File: config.mk
export PLATFORM = sky130hd
export DESIGN_NAME = sar_adc_conversion_control
export DESIGN_NICKNAME = d
export VERILOG_FILES = /design/src/sar_ctrl_pkg.sv /design/src/sar_adc_conversion_control.sv
export SDC_FILE = /design/constraint.sdc
export NUM_CORES = 1
export LEC_CHECK = 0
export ABC_CLOCK_PERIOD_IN_PS = 2400
export BUFFER_PORTS_ARGS = -buffer_cell sky130_fd_sc_hd__buf_4
export CAP_MARGIN = 20
export CORE_MARGIN = 2
export CORE_UTILIZATION = 45
export DETAILED_ROUTE_END_ITERATION = 6
export SLEW_MARGIN = 20
export SYNTH_ARGS = -nofsm -noshare
export SYNTH_HDL_FRONTEND = slang
export SYNTH_SLANG_ARGS = --single-unit
File: constraint.sdc
create_clock -name mclk -period 2.4 [get_ports mclk]
set_clock_uncertainty 0.2 [all_clocks]
set_input_delay 0.24 -clock mclk [delete_from_list [all_inputs] [get_ports mclk]]
set_output_delay 0.24 -clock mclk [all_outputs]
set_load 0.01 [all_outputs]
File: src/sar_ctrl_pkg.sv
// Purpose: Shared constants and types for the converter control block.
// Assumes: 100 MHz mclk, 12-bit result.
// Notes:   Hold and setup counts are derived from a time in ns; edge and strap counts are fixed.
package sar_ctrl_pkg;

   // ----------------------------------------
   // Widths and reset values
   // ----------------------------------------
   localparam int               RESULT_W   = 12;
   localparam logic [11:0]      RESULT_RST = 12'h000;
   localparam logic [11:0]      MSB_TRIAL  = 12'h800;

   // ----------------------------------------
   // Timing
   // ----------------------------------------
   localparam int               CLK_PERIOD_NS  = 10;
   localparam int               HOLD_DELAY_NS  = 10;
   localparam logic [3:0]       HOLD_DELAY_CYC =
      4'((HOLD_DELAY_NS + CLK_PERIOD_NS - 1) / CLK_PERIOD_NS);
   localparam int               SETUP_NS       = 50;
   localparam logic [3:0]       SETUP_CYC      =
      4'((SETUP_NS + CLK_PERIOD_NS - 1) / CLK_PERIOD_NS);
   localparam logic [3:0]       CONV_EDGES     = 4'hd;
   localparam logic [1:0]       CONT_ACQ_EDGES = 2'h2;
   localparam logic [1:0]       STRAP_SETTLE   = 2'h3;

   // ----------------------------------------
   // Types
   // ----------------------------------------
   typedef enum logic [2:0] {
      ST_IDLE = 3'h1,
      ST_ACQ  = 3'h2,
      ST_CONV = 3'h4
   } state_e;

   typedef struct packed {
      logic convert_start_n;
      logic read_n;
      logic chip_sel_n;
   } strobes_s;

endpackage

File: src/sar_adc_conversion_control.sv
// Purpose: Conversion control, approximation register and bus side of a 12-bit SAR converter.
// Assumes: All pins are asynchronous to mclk and pass two flip-flops.
// Notes:   Approximation steps happen on rising conversion clock edges only.
//
// Operation
// - Each result appears as a 12-bit word on three-state data lines.
// - Results are coded in two's complement.
// - Track/hold tracks when idle, holds about 10ns after start.
// - Unsynchronised starts give conversions of 13 or 14 clock cycles.
// - Approximation register changes only on conversion clock rising edges.
// - Start 50ns before edge gives 13; within 10ns gives 14.
// - A conversion begins only while convert start is low.
// - Start requests during a conversion are ignored.
// - Data lines are driven only while read and chip select are low.
// - Mode strap high selects interrupt, otherwise busy status.
// - Interrupt status falls at completion, rises once result is read.
// - Busy status low from start until result is on the lines.
// - Convert start falling edge holds the input and starts approximation.
// - All three strobes low reads old result and starts anew.
// - With convert start and read low, select falling starts conversion.
// - Continuous mode converts every 14 clocks, two for acquisition.
// - Most significant bit on the top data line, least on line zero.
`timescale 1ns/1ns
module sar_adc_conversion_control
   import sar_ctrl_pkg::*;
(
   // Clock and reset
   input  wire logic                mclk,
   input  wire logic                rst,
   // Bus strobes, active low
   input  wire strobes_s            strobes,
   // Conversion clock pin
   input  wire logic                conversion_clock_in,
   // Analog comparator decision, high when trial exceeds input
   input  wire logic                comparator_high,
   // Mode strap, decoded pin level
   input  wire logic                mode_tied_high,
   input  wire logic                mode_tied_low,
   // Data lines, three-state as value plus enable
   output logic [RESULT_W-1:0]      result_lines,
   output logic                     result_oe,
   // Status and track/hold control
   output logic                     status_n,
   output logic                     track_hold
);

   // ----------------------------------------
   // Declarations
   // ----------------------------------------
   state_e      state;
   state_e      next_state;
   logic [6:0]  sync_a;
   logic [6:0]  sync_b;
   strobes_s    strb;
   strobes_s    strb_prev;
   logic        clk_prev;
   logic [3:0]  edge_cnt;
   logic [3:0]  setup_cnt;
   logic [3:0]  hold_cnt;
   logic [1:0]  acq_cnt;
   logic [1:0]  strap_cnt;
   logic        strap_taken;
   logic        int_mode;
   logic        cont_mode;
   logic        first_seen;
   logic [11:0] sar;
   logic [11:0] mask;
   logic [3:0]  raw_edges;

   // Offset binary from the register, sign bit inverted
   function automatic logic [11:0] to_twos(input logic [11:0] v);
      to_twos = {~v[11], v[10:0]};
   endfunction

   // ----------------------------------------
   // Pin synchronisers
   // ----------------------------------------
   // Two stages; only sync_b is read by logic, edge history rides along
   always_ff @(posedge mclk or posedge rst) begin
      if (rst) begin
         sync_a    <= 7'h07;
         sync_b    <= 7'h07;
         strb_prev <= 3'h7;
         clk_prev  <= 1'b0;
      end else begin
         sync_a    <= {mode_tied_high, mode_tied_low, comparator_high,
                       conversion_clock_in, strobes};
         sync_b    <= sync_a;
         strb_prev <= strb;
         clk_prev  <= sync_b[3];
      end
   end

   // ----------------------------------------
   // Decode
   // ----------------------------------------
   wire  rd_sel      = ~strb.read_n & ~strb.chip_sel_n;
   wire  rd_sel_prev = ~strb_prev.read_n & ~strb_prev.chip_sel_n;
   wire  conv_low    = ~strb.convert_start_n;
   wire  conv_fall   = conv_low & strb_prev.convert_start_n;
   wire  sel_fall    = conv_low & rd_sel & ~rd_sel_prev;
   wire  all_low     = conv_low & rd_sel;
   wire  cont_go     = cont_mode & all_low;
   wire  in_conv     = (state == ST_CONV);
   // Only an idle converter accepts a start, and only with start low
   wire  start_trig  = (state == ST_IDLE) & (conv_fall | sel_fall);
   // Conversion clock edge becomes a one-cycle enable
   wire  clk_rise    = sync_b[3] & ~clk_prev;
   wire  comp_hi     = sync_b[4];
   wire  setup_ok    = (setup_cnt >= SETUP_CYC);
   // A first edge too close to the start is skipped
   wire  count_edge  = in_conv & clk_rise & (first_seen | setup_ok);
   wire  last_edge   = (edge_cnt == 4'(CONV_EDGES - 4'h1));
   wire  conv_done   = count_edge & last_edge;
   wire  acq_last    = (state == ST_ACQ) & clk_rise &
                       (acq_cnt == 2'(CONT_ACQ_EDGES - 2'h1));
   wire [11:0] sar_dec = comp_hi ? (sar & ~mask) : sar;
   assign strb = strobes_s'(sync_b[2:0]);

   // ----------------------------------------
   // Mode strap
   // ----------------------------------------
   // Strap is sampled after reset release once the synchroniser has settled
   always_ff @(posedge mclk or posedge rst) begin
      if (rst) begin
         strap_cnt   <= 2'h0;
         strap_taken <= 1'b0;
         int_mode    <= 1'b0;
         cont_mode   <= 1'b0;
      end else if (!strap_taken) begin
         int_mode  <= sync_b[6];
         cont_mode <= ~sync_b[6] & sync_b[5];
         strap_cnt <= 2'(strap_cnt + 2'h1);
         if (strap_cnt == STRAP_SETTLE) begin
            strap_taken <= 1'b1;
         end
      end
   end

   // ----------------------------------------
   // Sequencer
   // ----------------------------------------
   always_comb begin
      next_state = state;
      case (state)
         ST_IDLE: begin
            if (start_trig) begin
               next_state = ST_CONV;
            end
         end
         ST_CONV: begin
            if (conv_done) begin
               next_state = cont_go ? ST_ACQ : ST_IDLE;
            end
         end
         ST_ACQ: begin
            if (!cont_go) begin
               next_state = ST_IDLE;
            end else if (acq_last) begin
               next_state = ST_CONV;
            end
         end
         default: begin
            next_state = ST_IDLE;
         end
      endcase
   end
   always_ff @(posedge mclk or posedge rst) begin
      if (rst) begin
         state <= ST_IDLE;
      end else begin
         state <= next_state;
      end
   end

   // ----------------------------------------
   // Approximation register
   // ----------------------------------------
   // Restart in continuous mode lands on an edge, so that edge is step one
   always_ff @(posedge mclk or posedge rst) begin
      if (rst) begin
         edge_cnt   <= 4'h0;
         setup_cnt  <= 4'h0;
         first_seen <= 1'b0;
         sar        <= RESULT_RST;
         mask       <= RESULT_RST;
      end else if (start_trig) begin
         edge_cnt   <= 4'h0;
         setup_cnt  <= 4'h0;
         first_seen <= 1'b0;
      end else if (acq_last) begin
         edge_cnt   <= 4'h1;
         first_seen <= 1'b1;
         sar        <= MSB_TRIAL;
         mask       <= MSB_TRIAL;
      end else if (in_conv) begin
         if (!first_seen && !setup_ok) begin
            setup_cnt <= 4'(setup_cnt + 4'h1);
         end
         if (clk_rise) begin
            first_seen <= 1'b1;
         end
         if (count_edge) begin
            edge_cnt <= 4'(edge_cnt + 4'h1);
            if (edge_cnt == 4'h0) begin
               sar  <= MSB_TRIAL;
               mask <= MSB_TRIAL;
            end else begin
               sar  <= sar_dec | (mask >> 1);
               mask <= mask >> 1;
            end
         end
      end
   end
   // Acquisition edge count between continuous conversions
   always_ff @(posedge mclk or posedge rst) begin
      if (rst) begin
         acq_cnt <= 2'h0;
      end else if (state != ST_ACQ) begin
         acq_cnt <= 2'h0;
      end else if (clk_rise) begin
         acq_cnt <= 2'(acq_cnt + 2'h1);
      end
   end

   // ----------------------------------------
   // Outputs
   // ----------------------------------------
   // Latch changes only at completion, so a joint read sees the old word
   always_ff @(posedge mclk or posedge rst) begin
      if (rst) begin
         result_lines <= RESULT_RST;
      end else if (conv_done) begin
         result_lines <= to_twos(sar_dec);
      end
   end
   // Drive enable follows read and select together
   always_ff @(posedge mclk or posedge rst) begin
      if (rst) begin
         result_oe <= 1'b0;
      end else begin
         result_oe <= rd_sel;
      end
   end
   // Hold after the set delay; tracking whenever idle
   always_ff @(posedge mclk or posedge rst) begin
      if (rst) begin
         hold_cnt   <= 4'h0;
         track_hold <= 1'b0;
      end else if (!in_conv) begin
         hold_cnt   <= 4'h0;
         track_hold <= 1'b0;
      end else if (hold_cnt >= 4'(HOLD_DELAY_CYC - 4'h1)) begin
         track_hold <= 1'b1;
      end else begin
         hold_cnt <= 4'(hold_cnt + 4'h1);
      end
   end
   // Status: completion wins over a read in the same cycle
   always_ff @(posedge mclk or posedge rst) begin
      if (rst) begin
         status_n <= 1'b1;
      end else if (int_mode) begin
         if (conv_done) begin
            status_n <= 1'b0;
         end else if (rd_sel) begin
            status_n <= 1'b1;
         end
      end else if (start_trig || acq_last) begin
         status_n <= 1'b0;
      end else if (conv_done) begin
         status_n <= 1'b1;
      end
   end

   // ----------------------------------------
   // Checks
   // ----------------------------------------
   // Raw conversion clock edges since start, skipped ones included
   always_ff @(posedge mclk or posedge rst) begin
      if (rst) begin
         raw_edges <= 4'h0;
      end else if (start_trig) begin
         raw_edges <= 4'h0;
      end else if (acq_last) begin
         raw_edges <= 4'h1;
      end else if (in_conv && clk_rise) begin
         raw_edges <= 4'(raw_edges + 4'h1);
      end
   end
endmodule

Word level (Yosys, flattened, before mapping)

Cells that the tools add are included.

Bits in registers: 80
Word-level logic and storage cells: 132
Output and inout bits: 15

Magnitude comparators: 2
Add/subtract/negate cells: 5
Eq/ne operators: 14
Bitwise operators: 29
Reduce and logical (&&, ||, !) cells: 20
Muxes and demuxes: 40

Operators with widths:

| cell                | count |
|---|---|
| $mux 12             | 9 |
| $mux 4              | 10 |
| $and 1x1->1         | 14 |
| $mux 1              | 13 |
| $add 4x1->4 const B | 3 |
| $and 12x12->12      | 1 |
| $mux 3              | 4 |
| $not 12->12         | 1 |
| $or 12x11->12       | 1 |
| $reduce_bool 3->1   | 4 |
| $not 1->1           | 10 |
| $reduce_bool 2->1   | 5 |
| $pmux 3 s3          | 1 |
| $reduce_and 3->1    | 3 |
| $mux 2              | 3 |
| $ne 2x2->1 const B  | 3 |
| $reduce_and 2->1    | 3 |
| $add 2x1->2 const B | 2 |
| $eq 4x4->1 const B  | 1 |
| $ge 4x1->1 const B  | 1 |
| $ge 4x3->1 const B  | 1 |
| $logic_not 4->1     | 1 |
| $ne 2x1->1 const B  | 2 |
| $eq 3x1->1 const B  | 1 |
| other kinds (11)    | 13 |

Depth between registers and ports, before layout

Gate-level depths: netlist of the first run.

Word-level depth: 9
Gate-level depth with buffers: 8
Gate-level depth less buffers: 6

Worst setup path after synthesis of the first run

Ideal clock, no wire load.

Path type: register to register
Start: register setup_cnt[0]
End: register result_lines[0]
Path slack: 0.365 ns
Path buffers: 1
Data arrival time: 1.711 ns
Clock period less this slack: 2.035 ns
Cell stages (with the launch flop): 8
Required time: 2.075 ns
Cell sequence: dfrtp_1 inv_1 ha_1 nand2b_1 a21o_1 and2_1 buf_2 mux2_2

Cells in the longest elaborated chain, start to end: 4

RTL lines:

| item                     | RTL line                          | source |
|---|---|---|
| start: declaration       | sar_adc_conversion_control.sv:58  | `logic [3:0] setup_cnt;` |
| start signal: assignment | sar_adc_conversion_control.sv:198 | `setup_cnt <= 4'(setup_cnt + 4'h1);` |
| $ge 4x3->1               | sar_adc_conversion_control.sv:110 | `wire setup_ok = (setup_cnt >= SETUP_CYC);` |
| $or 1x1->1               | sar_adc_conversion_control.sv:112 | `wire count_edge = in_conv & clk_rise & (first_seen \| setup_ok);` |
| $and 1x1->1              | sar_adc_conversion_control.sv:112 |  |
| $and 1x1->1              | sar_adc_conversion_control.sv:114 | `wire conv_done = count_edge & last_edge;` |
| end signal: assignment   | sar_adc_conversion_control.sv:234 | `result_lines <= to_twos(sar_dec);` |
| end: declaration         | sar_adc_conversion_control.sv:40  | `output logic [RESULT_W-1:0] result_lines,` |

No other way between the ends.
A chain may end at the register's enable or synchronous reset.

Worst setup path in the final report of the first run

Start: register setup_cnt[0]
End: register edge_cnt[3]

Cells in the longest elaborated chain, start to end: 5

RTL lines:

| item                        | RTL line                          | source |
|---|---|---|
| $ge 4x3->1                  | sar_adc_conversion_control.sv:110 |  |
| $or 1x1->1                  | sar_adc_conversion_control.sv:112 |  |
| $and 1x1->1                 | sar_adc_conversion_control.sv:112 |  |
| $reduce_bool 3->1 (no line) | -                                 |  |
| $reduce_and 2->1 (no line)  | -                                 |  |
| end signal: assignment      | sar_adc_conversion_control.sv:204 | `edge_cnt <= 4'(edge_cnt + 4'h1);` |
| end: declaration            | sar_adc_conversion_control.sv:57  | `logic [3:0] edge_cnt;` |

No other way between the ends.

==> reports/qor.yml, run 1 <==
power.leakage_uw: 0.00177
worstMarginPinSlew_ns: 0.518
dieArea_um2: 7850
worst-path-buf-inv: 2
routed_wirelength_mm: 6.16
avgSynthCellArea_um2: 12.1
drt-vias-per-instance: 5.23
crit_path_max_fanout: 13
synth_nets: 281
crit_type: "flip-flop to flip-flop"
cp_slowest_stage_delay_ns: 0.50
power.density_nw_per_um2: 664
cts_root_buf: "clkbuf_8"
path_cells: "inv_1, ha_1, nand2b_1, a21oi_1, buf_4, or4_1, a21oi_1"
tns_ns: 0
grt_pass1_vias: 2107
finalPower_uw: 2550
hold_class: "flip-flop to flip-flop"
placedCellCount: 385
fmax_mhz: 473
syn_area_um2: 3220
die_w_um: 88.6
grt_pass1_wl_mm: 10.5
place.gp.congestion: 0.814
fin_nets: 324
max_slew_margin_pct: 65.1
synthDistinctLibCells: 48
final_max_slew_viol_count: 0
netlist.area_leader.share_pct: 50.5
clkSlewWorstSetupHoldPaths_ns: 0.08
yosysTopAreaCell: "dfrtp_1"
drcViolationCount: 0
critPathSlowestCell: "or4_1"
core_area_um2: 6870
worst_skew_pair.late_latency_ns: 0.35
antenna_found_initial: 0
fillers: 587
start_util_pct: 46.9
clock-sinks: 76
cts_buffer_depth: 2
final_common_cell: "dfrtp_1"
irDropWorstVdd_uv: 348
fin_cells: 409
grt_util_all_layers_pct: 17.9
reg2reg_slack_ns: 0.29
cp_common_cell: "a21oi_1"
path_delay_family: "simple AND/OR/NAND/NOR gates"
endpoint: "edge_cnt[3]"
hold_viol_final: 0
crit_required_ns: 2.47
syn2layout_area_growth_pct: 19.1
drt-initial-drc-count: 92
ios: 24
timing.rr.end: "edge_cnt[3]"
hpwl_mm: 4.13
drt-wirelength-per-cell_um: 15.1
synth_seq_cells: 76
grt_max_degree: 38
overflow: 0
crit_start: "setup_cnt[0]"
diodes: 0
status: "completed"
rsz0062_at_grt: "no"
worstSetupStartpointType: "flip-flop"
drtAntennaViolNets: 0
numCtsBuffers: 9
yosysSeqAreaShare_pct: 59.5
cap_violations: 0
path_depth: 7
r2r_cells: 7
final_layout_size_suffix_gt1_share_pct: 29.4
final.min_clock_period_ns: 2.11
dr_total_vias: 2139
port_buffers: 23
r2r_start: "setup_cnt[0]"
synth_cells: 265
postCtsSetupRepairBufs: 0
setup_viol: 0
cts_tree: "done"
cts_max_level: 3
final_cell_mix: "dfrtp_1, buf_4, nand2_1"
drt_first_pass_iters: 4
critPathCaptureType: "flip-flop"
rows: 30
yosysWarningCount: 0
finalCritPeriodShare_pct: 88.0
die_h_um: 88.6
synthTopCellsByArea: "dfrtp_1, dfstp_2, mux2_2"
crit_arrival_ns: 2.19
min_from: "sync_a[6]"
[flip-flops by register name, indices dropped and copies added, names as in the netlist]
name,count
mask,12
result_lines,12
sar,12
sync_a,7
sync_b,7
edge_cnt,4
setup_cnt,4
state,3
strb_prev,3
acq_cnt,2
strap_cnt,2
clk_prev,1
cont_mode,1
first_seen,1
int_mode,1
result_oe,1
status_n,1
strap_taken,1
track_hold,1
[power breakdown]
part / internal (µW) / leakage, µW / switching [µW]
clock: 443 / 0.0000940 / 493
combinational: 94.7 / 0.000691 / 144
sequential: 1340 / 0.000986 / 37.5
total: 1870 / 0.00177 / 674
[per-layer routing]
metal  wire, µm  global-route usage [%]
met5          0                       0
met4        108                    7.44
met3        173                    4.85
met2       2780                    25.5
met1       3100                    26.1
[through the flow]
stage / setup slack, ns / instance area [µm²] / util (%) / hold slack [ns]
after floorplan: 0.0399 / 3220 / - / 0.0445
after global placement: 0.329 / 3560 / 51.8 / 0.110
after detailed placement: 0.279 / 3560 / 51.8 / 0.110
after CTS: 0.274 / 3830 / 55.8 / 0.154
after global routing: 0.151 / 3830 / 55.8 / 0.156
final: 0.287 / 3830 / 55.8 / 0.151
[Yosys cell counts (all sizes together)]
cell type  instances
a21oi             10
a2111oi            1
o31ai              2
clkinv             1
buf                8
nor3               1
nand2             16
nor2               9
or4b               1
nand2b             2
inv               10
o21ai              5
ha                 7
or3b               3
a31oi              1
nand3b             2
or2                3
or4                2
o211ai            13
and2               2
a21boi            12
o311ai             1
dfstp             11
xnor2              4
and3               1
and4b              2
nand4             12
mux2i              1
a21o               2
nand3             14
or3                1
o221ai             1
dfrtp             65
a22o              11
a41oi              1
a211oi             3
clkbuf             6
nor4               1
nor3b              2
nor2b              1
mux2              14
[how the worst min path moves through the flow]
| stage | endpoint | slack [ns] | cells after the start |
|---|---|---|---|
| final | sync_b[6] | 0.15 | 0 |
| after detailed placement | sar[9] | 0.11 | 2 |
| after CTS | sync_b[6] | 0.15 | 0 |
| after global placement | result_lines[9] | 0.11 | 2 |
| after floorplan | sync_a[0] | 0.04 | 0 |
| after global routing | sync_b[6] | 0.16 | 0 |
[logic make-up (layout without fill, tap and decap cells)]
| kind of cell | after synthesis | after routing | share of synthesized area, % |
|---|---|---|---|
| flops | 76 | 76 | 59.5 |
| simple gates | 75 | 75 | 13.2 |
| compound gates | 63 | 63 | 14.5 |
| buf+inv | 25 | 73 | 3.73 |
| mux | 15 | 15 | 5.21 |
| fa+ha+maj | 7 | 7 | 2.72 |
| xor+xnor | 4 | 4 | 1.09 |
[timing repair]
action / CTS / global route
resized for setup: 0 / 0
hold buffers: 8 / 0
hold endpoints to repair: 24 / 0
[layout make-up]
class	instances	area, µm²	area share (%)
flip-flops and latches	76	1920	50.0
repair buffers	46	378	9.85
clock inverters	6	46.3	1.21
well taps	96	120	3.13
multi-input cells	164	1180	30.9
inverters	11	42.5	1.11
clock buffers	10	149	3.88
Power figures use the tool's default switching activity.
==> inputs of run 2 (changes only) <==
--- a/config.mk
+++ b/config.mk
@@ -8,10 +8,9 @@
 export ABC_CLOCK_PERIOD_IN_PS = 2400
 export BUFFER_PORTS_ARGS = -buffer_cell sky130_fd_sc_hd__buf_4
 export CAP_MARGIN = 20
-export CORE_MARGIN = 2
 export CORE_UTILIZATION = 45
 export DETAILED_ROUTE_END_ITERATION = 6
-export SLEW_MARGIN = 20
+export SLEW_MARGIN = 40
 export SYNTH_ARGS = -nofsm -noshare
 export SYNTH_HDL_FRONTEND = slang
 export SYNTH_SLANG_ARGS = --single-unit
==> run 2 against run 1 <==
Against the previous run: routed wire length up 4.4%; final area down 0.26%; final cell count down 0.24%; largest cell class unchanged; die area down 4.5%; first-iteration DRC count down 14%; critical endpoint unchanged; highest routed layer unchanged; via count up 4.3%.
==> reports/qor.yml, run 2 (same netlist as run 1, synthesis figures left out) <==
cts_max_level: 3  # unchanged
seq_power_share_pct: 53.4  # was 53.9%
timing.rr.end: "edge_cnt[3]"  # unchanged
r2r_cells: 7  # unchanged
final.min_clock_period_ns: 2.16  # was 2.11 ns
status: "completed"  # unchanged
max_slew_margin_pct: 64.5  # was 65.1%
grt_max_degree: 38  # unchanged
crit_type: "flip-flop to flip-flop"  # unchanged
postCtsSetupRepairBufs: 0  # unchanged
worst_skew_pair.late_latency_ns: 0.35  # about the same
finalPower_uw: 2570  # was 2550 µW
port_buffers: 23  # unchanged
dieArea_um2: 7500  # was 7850 µm²
power.leakage_uw: 0.00176  # was 0.00177 µW
antenna_found_initial: 0  # unchanged
syn2layout_area_growth_pct: 18.8  # was 19.1%
tns_ns: 0  # unchanged
fin_nets: 323  # was 324
drt_first_pass_iters: 4  # unchanged
cap_violations: 0  # unchanged
crit_arrival_ns: 2.23  # was 2.19 ns
final_layout_size_suffix_gt1_share_pct: 28.8  # was 29.4%
drcViolationCount: 0  # unchanged
ios: 24  # unchanged
p_sw_uw: 665  # was 674 µW
rsz0062_at_grt: "no"  # unchanged
cts_tree: "done"  # unchanged
worstSetupStartpointType: "flip-flop"  # unchanged
placedCellCount: 384  # was 385
drtAntennaViolNets: 0  # unchanged
cts_buffer_depth: 2  # unchanged
drt-wirelength-per-cell_um: 15.8  # was 15.1 µm
grt_pass1_wl_mm: 10.9  # was 10.5 mm
routed_wirelength_mm: 6.44  # was 6.16 mm
endpoint: "edge_cnt[3]"  # unchanged
drt-vias-per-instance: 5.47  # was 5.23
numCtsBuffers: 9  # unchanged
reg2reg_slack_ns: 0.24  # was 0.29 ns
fmax_mhz: 464  # was 473 MHz
irDropWorstVdd_uv: 381  # was 348 µV
hold_buffers: 8  # unchanged
comb_power_share_pct: 9.3  # was 9.4%
internal_power_uw: 1910  # was 1870 µW
rows: 30  # unchanged
core_area_um2: 6870  # unchanged
fin_cells: 408  # was 409
worstMarginPinSlew_ns: 0.527  # was 0.518 ns
clkSlewWorstSetupHoldPaths_ns: 0.08  # about the same
clkPwrFrac_pct: 37.3  # was 36.7%
reg_top3: "mask: 12 flops, result_lines: 12 flops, sar: 12 flops"  # unchanged
grt_util_all_layers_pct: 19.5  # was 17.9%
crit_required_ns: 2.47  # about the same
final_max_slew_viol_count: 0  # unchanged
fin_ws_ns: 0.243  # was 0.287 ns
place_ws_ns: 0.270  # was 0.279 ns
clock-sinks: 76  # unchanged
r2r_start: "setup_cnt[0]"  # unchanged
dr_total_vias: 2232  # was 2139
start_util_pct: 46.9  # unchanged
diodes: 0  # unchanged
power.density_nw_per_um2: 673  # was 664 nW/µm²
grt_pass1_vias: 2212  # was 2107
hold_viol_final: 0  # unchanged
crit_start: "setup_cnt[0]"  # unchanged
drt-initial-drc-count: 79  # was 92
cts_root_buf: "clkbuf_8"  # unchanged
cts_resized: 0  # unchanged
utilization_pct: 55.7  # was 55.8%
final_common_cell: "dfrtp_1"  # unchanged
crit_path_max_fanout: 12  # was 13
hpwl_mm: 4.15  # was 4.13 mm
place.gp.congestion: 0.805  # was 0.814
hold_class: "flip-flop to flip-flop"  # unchanged
setup_viol: 0  # unchanged
final_cell_mix: "dfrtp_1, buf_4, nand2_1"  # unchanged
die_h_um: 86.6  # was 88.6 µm
p_sw_share_pct: 25.8  # was 26.5%
critPathCaptureType: "flip-flop"  # unchanged
overflow: 0  # unchanged
finalCritPeriodShare_pct: 89.9  # was 88.0%
die_w_um: 86.6  # was 88.6 µm
==> run 2: worst min-delay path by stage <==
| stage | startpoint | endpoint | slack (ns) | cells after the start |
|---|---|---|---|---|
| after floorplan | strobes[0] | sync_a[0] | 0.04 | 0 |
| after global placement | rst | result_lines[9] | 0.12 | 2 |
| after detailed placement | rst | result_lines[9] | 0.12 | 2 |
| after CTS | sync_a[5] | sync_b[5] | 0.15 | 0 |
| after global routing | sync_a[5] | sync_b[5] | 0.16 | 0 |
| final | sync_a[5] | sync_b[5] | 0.15 | 0 |
==> run 2: metrics by stage <==
stage	hold slack (ns)	instance area, µm²
2_1_floorplan	0.0445	3220
3_3_place_gp	0.124	3550
3_5_place_dp	0.124	3550
4_1_cts	0.154	3820
5_1_grt	0.156	3820
6_report	0.146	3820
==> run 2: layout make-up <==
| class | instances | area (µm²) |
|---|---|---|
| Multi-Input combinational cell | 164 | 1180 |
| Sequential cell | 76 | 1920 |
| Clock inverter | 6 | 65.1 |
| Fill cell | 584 | 3040 |
| Tap cell | 96 | 120 |
| Timing Repair Buffer | 45 | 370 |
| Clock buffer | 10 | 128 |
| Inverter | 11 | 42.5 |
==> run 2: worst max-delay path: stages (launching register included) <==
cell	delay, ns
dfrtp_1	0.43
inv_1	0.06
ha_1	0.19
nand2b_1	0.17
a21oi_1	0.17
buf_4	0.21
or4_1	0.50
a21oi_1	0.14
==> run 2: power by group through the flow <==
stage                     clock network (µW)  logic [µW]  registers (µW)
final                                    960         239            1370
after detailed placement                   0         231            1400
after global placement                     0         224            1400
after floorplan                            0         150            1390
after global routing                    1040         264            1380
after CTS                                996         242            1370
==> run 2: per-layer routing <==
metal  vias up  track usage [%]  part of all wire (%)
met1      1105             26.7                    49
li1       1059                -                     -
met2        55             29.4                    45
met3        13             5.05                   3.8
met5         -                0                     0
met4         0             8.79                   2.3
==> inputs of run 3 (changes only) <==
--- a/config.mk
+++ b/config.mk
@@ -10,6 +10,7 @@
 export CAP_MARGIN = 20
 export CORE_UTILIZATION = 45
 export DETAILED_ROUTE_END_ITERATION = 6
+export RECOVER_POWER = 50
 export SLEW_MARGIN = 40
 export SYNTH_ARGS = -nofsm -noshare
 export SYNTH_HDL_FRONTEND = slang
==> run 3 against run 2 <==
Against the previous run: routed wire length is 0.50% lower; power decreased by 0.11%; register-to-register slack about the same; clock power is 0.6% higher; core utilization is 0.93 points lower; final area is 1.7% lower; sequential cell count unchanged; maximum frequency up 0.26%; highest routed layer unchanged.
==> reports/qor.yml, run 3 (same netlist as run 1, synthesis figures left out) <==
status: "completed"  # unchanged
worst-path-buf-inv: 2  # unchanged
rows: 30  # unchanged
place.gp.congestion: 0.805  # unchanged
start_util_pct: 46.9  # unchanged
finalCritPeriodShare_pct: 89.6  # was 89.9%
postCtsSetupRepairBufs: 0  # unchanged
routed_wirelength_mm: 6.41  # was 6.44 mm
p_sw_uw: 669  # was 665 µW
cp_common_cell: "a21oi_1"  # unchanged
grt_use_met2_pct: 29.4  # unchanged
cap_violations: 0  # unchanged
fmax_mhz: 465  # was 464 MHz
power.density_nw_per_um2: 683  # was 673 nW/µm²
irDropWorstVdd_uv: 383  # was 381 µV
drt-initial-drc-count: 84  # was 79
seq_power_share_pct: 53.4  # about the same
grt_use_met3_pct: 5.05  # unchanged
hold_viol_final: 0  # unchanged
clock-sinks: 76  # unchanged
crit_arrival_ns: 2.22  # was 2.23 ns
crit_required_ns: 2.47  # about the same
core_area_um2: 6870  # unchanged
drcViolationCount: 0  # unchanged
grt_util_all_layers_pct: 19.5  # unchanged
die_h_um: 86.6  # unchanged
grt_pass1_vias: 2212  # unchanged
diodes: 0  # unchanged
cts_buffer_depth: 2  # unchanged
crit_path_max_fanout: 12  # unchanged
finalPower_uw: 2570  # about the same
dr_total_vias: 2211  # was 2232
die_w_um: 86.6  # unchanged
drt-vias-per-instance: 5.42  # was 5.47
cts_tree: "done"  # unchanged
max_slew_margin_pct: 41.3  # was 64.5%
placedCellCount: 384  # unchanged
fin_cells: 408  # unchanged
final.min_clock_period_ns: 2.15  # was 2.16 ns
worstSetupStartpointType: "flip-flop"  # unchanged
hold_buffers: 8  # unchanged
ios: 24  # unchanged
overflow: 0  # unchanged
worst_hold_slack_ns: 0.148  # was 0.146 ns
setup_viol: 0  # unchanged
fin_area_um2: 3760  # was 3820 µm²
cp_slowest_stage_delay_ns: 0.50  # about the same
drt_first_pass_iters: 4  # unchanged
final_cell_mix: "dfrtp_1, nand2_1, buf_4"  # was dfrtp_1, buf_4, nand2_1
antenna_found_initial: 0  # unchanged
grt_pass1_wl_mm: 10.9  # unchanged
worst_skew_pair.late_latency_ns: 0.35  # about the same
final_layout_size_suffix_gt1_share_pct: 23.7  # was 28.8%
fin_nets: 323  # unchanged
numCtsBuffers: 9  # unchanged
clkPwrFrac_pct: 37.6  # was 37.3%
grt_max_degree: 38  # unchanged
tns_ns: 0  # unchanged
hold_class: "flip-flop to flip-flop"  # unchanged
internal_power_uw: 1900  # was 1910 µW
placed_area_um2: 3550  # unchanged
cts_resized: 0  # unchanged
syn2layout_area_growth_pct: 16.8  # was 18.8%
busiest_layer: "met2"  # unchanged
path_cells: "inv_1, ha_1, nand2b_1, a21oi_1, buf_4, or4_1, a21oi_1"  # unchanged
power.leakage_uw: 0.00169  # was 0.00176 µW
port_buffers: 23  # unchanged
rsz0062_at_grt: "no"  # unchanged
critPathSlowestCell: "or4_1"  # unchanged
path_delay_family: "simple AND/OR/NAND/NOR gates"  # unchanged
final_max_slew_viol_count: 0  # unchanged
dieArea_um2: 7500  # unchanged
drtAntennaViolNets: 0  # unchanged
final_common_cell: "dfrtp_1"  # unchanged
p_sw_share_pct: 26.0  # was 25.8%
crit_type: "flip-flop to flip-flop"  # unchanged
clkSlewWorstSetupHoldPaths_ns: 0.08  # about the same
cts_root_buf: "clkbuf_8"  # unchanged
drt-wirelength-per-cell_um: 15.7  # was 15.8 µm
hpwl_mm: 4.15  # unchanged
reg_top3: "mask: 12 flops, result_lines: 12 flops, sar: 12 flops"  # unchanged
worstMarginPinSlew_ns: 0.879  # was 0.527 ns
grt_util_met1_pct: 26.7  # unchanged
critPathCaptureType: "flip-flop"  # unchanged
comb_power_share_pct: 9.0  # was 9.3%
cts_max_level: 3  # unchanged
==> run 3: cell count changes in the layout (fill, tap and decap cells not counted), sizes merged <==
cell    delta
buf       -22
clkbuf    +22
==> run 3: stage by stage <==
stage / utilization (%) / setup WS, ns
2_1_floorplan: - / 0.0399
3_3_place_gp: 51.7 / 0.339
3_5_place_dp: 51.7 / 0.270
4_1_cts: 55.7 / 0.247
5_1_grt: 54.8 / 0.144
6_report: 54.8 / 0.249
==> run 3: area by class of cell <==
class                           count  area, µm²
Clock buffer                       10        128
Clock inverter                      6       65.1
Fill cell                         597       3110
Inverter                           11       42.5
Multi-Input combinational cell    164       1180
Sequential cell                    76       1920
Tap cell                           96        120
Timing Repair Buffer               45        309
==> run 3: power by group through the flow <==
| stage | sequential, µW | combinational [µW] | clock [µW] |
|---|---|---|---|
| after floorplan | 1390 | 150 | 0 |
| after global placement | 1400 | 224 | 0 |
| after detailed placement | 1400 | 231 | 0 |
| after CTS | 1370 | 242 | 996 |
| after global routing | 1380 | 257 | 1040 |
| final | 1370 | 231 | 966 |
==> run 3: final timing paths <==
check	slack (ns)	endpoint	cells after the start	start
min in group asynchronous	0.43	result_lines[9]	3	rst
max in group asynchronous	0.47	setup_cnt[3]	4	rst
worst max-delay path	0.25	edge_cnt[3]	7	setup_cnt[0]
worst min-delay path	0.15	sync_b[5]	0	sync_a[5]
worst min register to register	0.15	sync_b[5]	0	sync_a[5]
worst max register to register	0.25	edge_cnt[3]	7	setup_cnt[0]
==> run 3: worst reg2reg max path, stage by stage (launching register included) <==
cell	delay (ns)
dfrtp_1	0.43
inv_1	0.06
ha_1	0.19
nand2b_1	0.16
a21oi_1	0.17
buf_4	0.21
or4_1	0.50
a21oi_1	0.14
==> run 3: metal layers <==
metal | vias to the layer above | wire [µm] | share of wire [%]
met4 | 0 | 150 | 2.3
met3 | 13 | 242 | 3.8
met1 | 1086 | 3110 | 49
met2 | 54 | 2900 | 45
li1 | 1058 | - | -
met5 | - | 0 | 0
